[src/verilog/uart_dma_sleep_defines.vh]
// Behaviour
// - fifo_control bit three picks request mode
// - mode 0 or FIFOs off: single-character requests
// - single mode: tx request while holding empty
// - single mode: rx request while character held
// - block mode: tx request on trigger space
// - block mode: rx request on trigger/timeout
// - block mode: rx request drops empty/error
// - sleep allowed only with both enable bits
// - sleep needs idle line, empty tx, quiet
// - no sleep while receive FIFO holds data
// - asleep: UART and baud clocks stopped
// - wake on rx, modem change, tx write
// - rx idle after 4x word plus 12
// - receive line sampled mid-bit
// - break bit holds transmit output low
// - baud divisor is 16-bit, 1 upward
// - optional divide-by-4 prescaler, reset divide-by-1
// - baud output runs at 16x bit rate
// - divisor is high latch : low latch
// - zero divisor gives no baud clock
// - one generator times transmit and receive
// - summary error set while errored chars remain
`ifndef UART_DMA_SLEEP_DEFINES_VH
`define UART_DMA_SLEEP_DEFINES_VH

// register map, index on a 4-bit address
`define A_DIV_LO   4'h0
`define A_DIV_HI   4'h1
`define A_IEN      4'h2
`define A_FCTL     4'h3
`define A_LCTL     4'h4
`define A_MCTL     4'h5
`define A_LSTAT    4'h6
`define A_EFEAT    4'h7
`define A_TX_TRIG  4'h8
`define A_RX_TRIG  4'h9
`define A_STATUS   4'hA

// field positions
`define FC_ENABLE  0
`define FC_MODE    3
`define EF_ENH     4
`define IE_SLEEP   4
`define LC_BREAK   6
`define MC_PRESC   7
`define LS_ERRSUM  7

// reset values
`define RST_BYTE   8'h00
`define RST_LCTL   8'h1D
`define RST_TRIG   7'h01

// baud and idle timing
`define PRESC_DIV  2'h3
`define TICKS_BIT  4'hF
`define MID_BIT    4'h7
`define IDLE_EXTRA 6'h0C
`define WLEN_BASE  6'h05

`endif

[src/verilog/uart_dma_sleep_baud_gen.v]
// Local design decisions: the register addresses and the strobed register port.
`timescale 1ns/1ps
`default_nettype none
`include "uart_dma_sleep_defines.vh"

module uart_dma_sleep_baud_gen #(
  parameter FIFO_DEPTH = 64,
  parameter CW         = 7
) (
  // clock and reset
  input  wire          clk,
  input  wire          rst,
  // register port
  input  wire [3:0]    addr,
  input  wire [7:0]    wdata,
  input  wire          wr,
  input  wire          rd,
  output reg  [7:0]    rdata,
  // channel FIFO state
  input  wire [CW-1:0] tx_count,
  input  wire          tx_shift_empty,
  input  wire          tx_fifo_write,
  input  wire          tx_load,
  input  wire [CW-1:0] rx_count,
  input  wire [CW-1:0] rx_err_count,
  input  wire          rx_timeout_irq,
  input  wire          other_irq,
  // serial line and modem inputs
  input  wire          rx,
  input  wire [3:0]    modem_in,
  input  wire          tx_serial,
  output reg           tx_out,
  // DMA requests
  output reg           tx_dma_request,
  output reg           rx_dma_request,
  // clock control
  output reg           baud16_tick,
  output reg           uart_clk_en,
  output reg           sleeping
);

  // ==========================================================
  // helpers
  // ==========================================================
  function [5:0] word_len;
    input [1:0] sel;
    begin
      word_len = `WLEN_BASE + {4'h0, sel};
    end
  endfunction

  // true when a FIFO fill count is zero
  function is_empty;
    input [CW-1:0] cnt;
    begin
      is_empty = (cnt == {CW{1'b0}});
    end
  endfunction

  // ==========================================================
  // registers
  // ==========================================================
  reg  [7:0]    div_lo_q;
  reg  [7:0]    div_hi_q;
  reg  [7:0]    ien_q;
  reg  [7:0]    fctl_q;
  reg  [7:0]    lctl_q;
  reg  [7:0]    mctl_q;
  reg  [7:0]    efeat_q;
  reg  [CW-1:0] tx_trig_q;
  reg  [CW-1:0] rx_trig_q;
  reg           err_sum_q;

  // receive idle state
  reg           rx_prev_q;
  reg  [3:0]    phase_q;
  reg  [5:0]    high_bits_q;
  reg           rx_idle_q;

  // baud generator state
  reg  [1:0]    presc_q;
  reg  [15:0]   div_cnt_q;
  reg  [3:0]    modem_prev_q;

  wire [15:0]   divisor = {div_hi_q, div_lo_q};
  wire          block_mode;
  wire          sleep_ok;
  wire          can_sleep;
  wire          wake;
  wire          run;
  wire          pre_tick;
  wire          tick;
  wire [5:0]    idle_limit;
  wire [CW:0]   tx_free;
  wire [7:0]    idle_sum;
  wire          tx_empty;
  wire          rx_has_data;
  wire          tx_full;
  wire          rx_at_trig;
  wire [7:0]    lstat_byte;
  wire [7:0]    status_byte;

  // ==========================================================
  // register writes
  // ==========================================================
  // divisor writes while asleep are for the host to avoid
  always @(posedge clk or posedge rst) begin
    if (rst) begin
      div_lo_q  <= `RST_BYTE;
      div_hi_q  <= `RST_BYTE;
      ien_q     <= `RST_BYTE;
      fctl_q    <= `RST_BYTE;
      lctl_q    <= `RST_LCTL;
      mctl_q    <= `RST_BYTE;
      efeat_q   <= `RST_BYTE;
      tx_trig_q <= `RST_TRIG;
      rx_trig_q <= `RST_TRIG;
    end else if (wr) begin
      if (addr == `A_DIV_LO) begin
        div_lo_q <= wdata;
      end else if (addr == `A_DIV_HI) begin
        div_hi_q <= wdata;
      end else if (addr == `A_IEN) begin
        ien_q <= wdata;
      end else if (addr == `A_FCTL) begin
        fctl_q <= wdata;
      end else if (addr == `A_LCTL) begin
        lctl_q <= wdata;
      end else if (addr == `A_MCTL) begin
        mctl_q <= wdata;
      end else if (addr == `A_EFEAT) begin
        efeat_q <= wdata;
      end else if (addr == `A_TX_TRIG) begin
        tx_trig_q <= wdata[CW-1:0];
      end else if (addr == `A_RX_TRIG) begin
        rx_trig_q <= wdata[CW-1:0];
      end
    end
  end

  // ==========================================================
  // status bytes
  // ==========================================================
  assign tx_empty    = is_empty(tx_count);
  assign rx_has_data = !is_empty(rx_count);

  // error summary, transmitter and shift register empty, data held
  assign lstat_byte  = {err_sum_q, tx_empty & tx_shift_empty, tx_empty,
                        4'h0, rx_has_data};
  assign status_byte = {3'h0, rx_idle_q, rx_dma_request,
                        tx_dma_request, baud16_tick, sleeping};

  // ==========================================================
  // register reads
  // ==========================================================
  // read data stands in the cycle after the strobe only
  always @(posedge clk or posedge rst) begin
    if (rst) begin
      rdata <= `RST_BYTE;
    end else if (!rd) begin
      rdata <= `RST_BYTE;
    end else if (addr == `A_DIV_LO) begin
      rdata <= div_lo_q;
    end else if (addr == `A_DIV_HI) begin
      rdata <= div_hi_q;
    end else if (addr == `A_IEN) begin
      rdata <= ien_q;
    end else if (addr == `A_FCTL) begin
      rdata <= fctl_q;
    end else if (addr == `A_LCTL) begin
      rdata <= lctl_q;
    end else if (addr == `A_MCTL) begin
      rdata <= mctl_q;
    end else if (addr == `A_LSTAT) begin
      rdata <= lstat_byte;
    end else if (addr == `A_EFEAT) begin
      rdata <= efeat_q;
    end else if (addr == `A_TX_TRIG) begin
      rdata <= {{(8-CW){1'b0}}, tx_trig_q};
    end else if (addr == `A_RX_TRIG) begin
      rdata <= {{(8-CW){1'b0}}, rx_trig_q};
    end else if (addr == `A_STATUS) begin
      rdata <= status_byte;
    end else begin
      rdata <= `RST_BYTE;
    end
  end

  // ==========================================================
  // summary error flag
  // ==========================================================
  always @(posedge clk or posedge rst) begin
    if (rst) begin
      err_sum_q <= 1'b0;
    end else begin
      // follows the error count, so clears only when none are left
      err_sum_q <= !is_empty(rx_err_count);
    end
  end

  // ==========================================================
  // baud generator
  // ==========================================================
  // clocks run only while awake
  assign run = !sleeping;

  // divide-by-4 prescaler ahead of the divisor
  assign pre_tick = run &&
    (!mctl_q[`MC_PRESC] || presc_q == `PRESC_DIV);

  // divisor of N gives one tick per N prescaled cycles, at 16x
  // divisor = clock / prescale / 16 / bit rate
  assign tick = pre_tick && divisor != 16'h0000 &&
    div_cnt_q >= divisor - 16'h0001;

  always @(posedge clk or posedge rst) begin
    if (rst) begin
      presc_q     <= 2'h0;
      div_cnt_q   <= 16'h0000;
      baud16_tick <= 1'b0;
    end else begin
      // prescaler counts only while selected, so it starts from zero
      if (run) begin
        presc_q <= mctl_q[`MC_PRESC] ? presc_q + 2'h1 : 2'h0;
      end
      // held at zero while unprogrammed: a new divisor starts clean
      if (tick || divisor == 16'h0000) begin
        div_cnt_q <= 16'h0000;
      end else if (pre_tick) begin
        div_cnt_q <= div_cnt_q + 16'h0001;
      end
      baud16_tick <= tick;
    end
  end

  // ==========================================================
  // receive idle detection
  // ==========================================================
  // line must stay high for four words plus twelve bits
  // with no divisor there are no samples, so the line never becomes idle
  assign idle_sum   = {word_len(lctl_q[1:0]), 2'b00}
                      + {2'b00, `IDLE_EXTRA};
  assign idle_limit = idle_sum[5:0];

  // a start edge realigns the phase so samples fall mid-bit

  always @(posedge clk or posedge rst) begin
    if (rst) begin
      rx_prev_q   <= 1'b1;
      phase_q     <= 4'h0;
      high_bits_q <= 6'h00;
      rx_idle_q   <= 1'b0;
    end else begin
      rx_prev_q <= rx;
      if (rx_prev_q && !rx) begin
        // falling edge realigns the bit phase
        phase_q     <= 4'h0;
        high_bits_q <= 6'h00;
        rx_idle_q   <= 1'b0;
      end else if (tick) begin
        phase_q <= (phase_q == `TICKS_BIT) ? 4'h0
                                           : phase_q + 4'h1;
        if (phase_q == `MID_BIT) begin
          // one sample at the middle of each bit
          if (!rx) begin
            high_bits_q <= 6'h00;
            rx_idle_q   <= 1'b0;
          end else if (high_bits_q + 6'h01 >= idle_limit) begin
            high_bits_q <= idle_limit;
            rx_idle_q   <= 1'b1;
          end else begin
            high_bits_q <= high_bits_q + 6'h01;
          end
        end
      end
    end
  end

  // ==========================================================
  // sleep control
  // ==========================================================
  assign sleep_ok = efeat_q[`EF_ENH] & ien_q[`IE_SLEEP];

  assign can_sleep = sleep_ok && rx_idle_q &&
    tx_empty && tx_shift_empty &&
    !other_irq &&
    !rx_has_data;

  assign wake = (rx != rx_prev_q) ||
    (modem_in != modem_prev_q) || tx_fifo_write;

  // last modem pin state, for change detection
  always @(posedge clk or posedge rst) begin
    if (rst) begin
      modem_prev_q <= 4'h0;
    end else begin
      modem_prev_q <= modem_in;
    end
  end

  // wake beats entry so an event in the entry cycle is never lost
  always @(posedge clk or posedge rst) begin
    if (rst) begin
      sleeping     <= 1'b0;
      uart_clk_en  <= 1'b1;
    end else begin
      if (wake || !sleep_ok) begin
        sleeping    <= 1'b0;
        uart_clk_en <= 1'b1;
      end else if (can_sleep) begin
        sleeping    <= 1'b1;
        uart_clk_en <= 1'b0;
      end
    end
  end

  // ==========================================================
  // DMA requests
  // ==========================================================
  assign block_mode = fctl_q[`FC_MODE] &
                      fctl_q[`FC_ENABLE];

  assign tx_free    = FIFO_DEPTH[CW:0] - {1'b0, tx_count};
  assign tx_full    = tx_free == {(CW+1){1'b0}};
  assign rx_at_trig = rx_count >= rx_trig_q;

  // transmit request
  always @(posedge clk or posedge rst) begin
    if (rst) begin
      tx_dma_request <= 1'b0;
    end else if (!block_mode) begin
      // single-character transfers
      if (tx_load) begin
        tx_dma_request <= 1'b0;
      end else begin
        tx_dma_request <= tx_empty;
      end
    end else if (tx_full) begin
      tx_dma_request <= 1'b0;
    end else if (tx_free >= {1'b0, tx_trig_q}) begin
      tx_dma_request <= 1'b1;
    end
  end

  // receive request; in block mode clear beats set, so an errored
  // FIFO raises no new request until it is clean
  always @(posedge clk or posedge rst) begin
    if (rst) begin
      rx_dma_request <= 1'b0;
    end else if (!block_mode) begin
      rx_dma_request <= rx_has_data;
    end else if (!rx_has_data || err_sum_q) begin
      rx_dma_request <= 1'b0;
    end else if (rx_at_trig || rx_timeout_irq) begin
      rx_dma_request <= 1'b1;
    end
  end

  // ==========================================================
  // transmit output and break
  // ==========================================================
  always @(posedge clk or posedge rst) begin
    if (rst) begin
      tx_out <= 1'b1;
    end else begin
      // break forces the line low whatever the transmitter sends
      tx_out <= tx_serial & ~lctl_q[`LC_BREAK];
    end
  end

endmodule

`default_nettype wire

[config.mk]
export PLATFORM = sky130hd
export DESIGN_NAME = uart_dma_sleep_baud_gen
export DESIGN_NICKNAME = d
export VERILOG_FILES = /design/src/verilog/uart_dma_sleep_baud_gen.v
export VERILOG_INCLUDE_DIRS = /design/src /design/src/verilog
export SDC_FILE = /design/constraint.sdc
export NUM_CORES = 1
export LEC_CHECK = 0
export BUFFER_PORTS_ARGS = -buffer_cell sky130_fd_sc_hd__buf_2
export CAP_MARGIN = 20
export CORE_UTILIZATION = 45
export DETAILED_ROUTE_END_ITERATION = 6
export SETUP_SLACK_MARGIN = 0.15
export SLEW_MARGIN = 20
export SYNTH_ARGS = -nofsm -noshare
export SYNTH_HDL_FRONTEND = slang
export SYNTH_SLANG_ARGS = --single-unit
[constraint.sdc]
create_clock -name clk -period 6.8 [get_ports clk]
set_clock_uncertainty 0.2 [all_clocks]
set_input_delay 0.34 -clock clk [delete_from_list [all_inputs] [get_ports clk]]
set_output_delay 0.34 -clock clk [all_outputs]
set_load 0.005 [all_outputs]
==> flow_summary_export.csv <==
group,metric,value,unit
floorplan,coreArea,14700,um2
yosys,synthArstFlopShare,1.00,
route,drc_errors,0,
critical_path,worst-r2r-cell-count,11,
critical_path,critPathCaptureType,"flip-flop",
route,drt-wirelength-per-cell,18.8,um
critical_path,critPathKind,"flip-flop to flip-flop",
critical_path,cpLargestDelayFamily,"simple AND/OR/NAND/NOR gates",
yosys,yosysSeqAreaShare,0.437,
finish,drive_gt1_frac,0.274,
clock_network,cts.htree.levels,4,
critical_path,r2r-start,"div_lo_q[4]$_DFFE_PP0P_",
clock_network,cts_resized,0,
global_route,gr-total-overflow,0,
timing,tns,0,ps
yosys,syn_area_per_cell,10.7,um2
critical_path,rrSetupSlack,2280,ps
finish,fillers,1290,
route,drtPass1Iterations,7,
run_status,status,"finished, final reports clean",
finish,stdcell_area,8020,um2
power_and_ir_drop,power,2.41,mW
hold_path,hold_path.class,"primary input to flip-flop",
critical_path,worstPathRequired,6930,ps
timing,fin_crit_sh,0.665,
placement,placed_cells,872,
clock_network,cts_tree,"done",
clock_network,clock_tree.buffer_depth,2,
global_route,grt_pass1_vias,5453,
hold_path,min_to,"rdata[2]$_DFF_PP0_",
floorplan,die-area,15700,um2
floorplan,io_pins,62,
critical_path,cp_num_buf_inv,0,
global_route,antenna_found_initial,0,
hold_path,holdPathStages,2,
global_route,track_usage,0.236,
placement,dpl_cell_area,7310,um2
yosys,synth_ff_type,"dfrtp_1",
timing,worst_slack,2280,ps
floorplan,start_util,0.465,
critical_path,reg2reg_to,"div_cnt_q[1]$_DFFE_PP0P_",
flow_run,maxCapViolations,0,
timing,finalHoldViolCount,0,
timing,finalSetupViolCount,0,
critical_path,critical_path.max_fanout,15,
floorplan,rows,44,
route,antenna_left,0,
floorplan,dieWidth,125,um
placement,io_buffers,61,
placement,globalplace.congestion,0.872,
finish,fin_util,0.546,
timing,relSlewSlack,0.347,
critical_path,cp_cell_sequence,"nor4_2, nand2_1, nor4_1, xnor2_1, ha_1, and3_1, a221oi_1, nand3_1, o311ai_2, nand2_1, o21ai_0",
placement,dp_slack,2280,ps
timing,slew_violations,0,
finish,diodes,0,
timing,fmax,0.221,GHz
route,drtIter0Drc,359,
clock_network,numCtsBuffers,17,
global_route,grt_pass1_wl,28600,um
yosys,synth_cell_type_count,69,
timing,fin_crit,4520,ps
finish,instances_no_fill,914,
route,wl,17200,um
power_and_ir_drop,leakagePower,3.62,nW
clock_network,cts_sinks,119,
yosys,synth_seq_cells,119,
critical_path,crit_slowest_cell,"o311ai_2",
floorplan,die_height,125,um
route,vias_per_cell,5.79,
critical_path,max_stage_delay,820,ps
critical_path,cp.arrival,4650,ps
yosys,synth_area,6840,um2
route,num_vias,5295,
clock_network,path_clk_slew,60,ps
timing,holdWs,47.6,ps
finish,final_nets,806,
power_and_ir_drop,p_per_area,301,nW/um2
yosys,synth-edff-count,0,
clock_network,cts_hold_buf,10,
power_and_ir_drop,vdd_drop_max,0.192,mV
yosys,ys_warn_count,0,
timing,worst_pin_slew,978,ps
critical_path,start_kind,"flip-flop",
timing,rsz0062_at_grt,"false",
clock_network,post-cts-setup-buffers,0,
finish,area_growth,17.3,%
yosys,synth_cells,642,
global_route,grt_max_degree,67,
critical_path,cpMostUsedCell,"nand2_1",
clock_network,worstSkewPairLatency,420,ps
yosys,syn_nets,731,
hold_path,worstHoldStart,"rd",
placement,hpwl,12400,um
clock_network,root_buffer,"clkbuf_16",
[area by class of cell]
cell class                      instances  area [um2]  area share
Tap cell                              184         230      0.0287
Clock buffer                           20         467      0.0582
Multi-Input combinational cell        480        3670       0.458
Clock inverter                         12         144      0.0179
Sequential cell                       119        2990       0.373
Inverter                               26         100      0.0125
Timing Repair Buffer                   73         420      0.0524
[report_power, final]
part	internal, mW	switching, mW	total [mW]
Clock	0.573	0.343	0.915
Sequential	0.846	0.127	0.973
Combinational	0.263	0.262	0.525
Total	1.68	0.732	2.41
[sequential cells by signal, summed over array words and instances (netlist names), 2 cells and up]
name          count
div_cnt_q        16
div_hi_q          8
div_lo_q          8
efeat_q           8
fctl_q            8
high_bits_q       6
ien_q             8
lctl_q            8
mctl_q            8
modem_prev_q      4
phase_q           4
presc_q           2
rdata             8
rx_trig_q         7
tx_trig_q         7
[synthesized netlist by cell type, types with 8 or more instances]
library cell,instances,area share
clkbuf_1,9,0.0049
dfrtp_1,110,0.40
xnor2_1,18,0.023
xor2_1,21,0.027
dfstp_2,9,0.035
o21ai_0,28,0.020
mux2i_1,16,0.023
nor3_1,14,0.010
nand3_1,24,0.018
a211oi_1,8,0.0088
ha_1,41,0.075
a21oi_1,28,0.020
nand2_1,40,0.022
mux2_2,72,0.12
nor2_1,43,0.024
nor2b_1,11,0.010
inv_1,26,0.014
[layer usage]
layer  vias to the layer above  GRT usage  wire, um
li1                       2497          -         -
met1                      2636      0.304      7610
met2                       126      0.388      8330
met3                        36     0.0484       689
met4                         0     0.0997       521
met5                         -          0         0
[worst max-delay path by stage]
stage          slack [ps]                     from  depth (start not counted)                       end
2_1_floorplan        3120                      rst                          1     baud16_tick$_DFF_PP0_
3_3_place_gp         2460  div_lo_q[5]$_DFFE_PP0P_                         11  div_cnt_q[1]$_DFFE_PP0P_
3_5_place_dp         2280  div_lo_q[4]$_DFFE_PP0P_                         11  div_cnt_q[1]$_DFFE_PP0P_
4_1_cts              2280  div_lo_q[4]$_DFFE_PP0P_                         11  div_cnt_q[1]$_DFFE_PP0P_
5_1_grt              2010  div_lo_q[4]$_DFFE_PP0P_                         11  div_cnt_q[1]$_DFFE_PP0P_
6_report             2280  div_lo_q[4]$_DFFE_PP0P_                         11  div_cnt_q[1]$_DFFE_PP0P_
[cell usage in the layout, fill, tap and decap left out, types with 10 or more instances in the layout]
| master | instances |
|---|---|
| dlygate4sd3_1 | 10 |
| nand3_1 | 24 |
| nor2b_1 | 11 |
| clkbuf_16 | 17 |
| dfrtp_1 | 110 |
| nor2_1 | 43 |
| xnor2_1 | 18 |
| nand2_1 | 40 |
| o21ai_0 | 28 |
| xor2_1 | 21 |
| a21oi_1 | 28 |
| inv_1 | 25 |
| nor3_1 | 14 |
| ha_1 | 41 |
| mux2i_1 | 16 |
| buf_2 | 61 |
| mux2_2 | 72 |
[cell families after synthesis]
logic type / after synthesis / share of synthesized area
compound gates: 118 / 0.118
xor+xnor: 39 / 0.0500
fa+ha+maj: 41 / 0.0750
buf+inv: 43 / 0.0256
flops: 119 / 0.437
mux: 89 / 0.145
simple gates: 193 / 0.149
No activity file was read; power rests on OpenSTA's default activity.
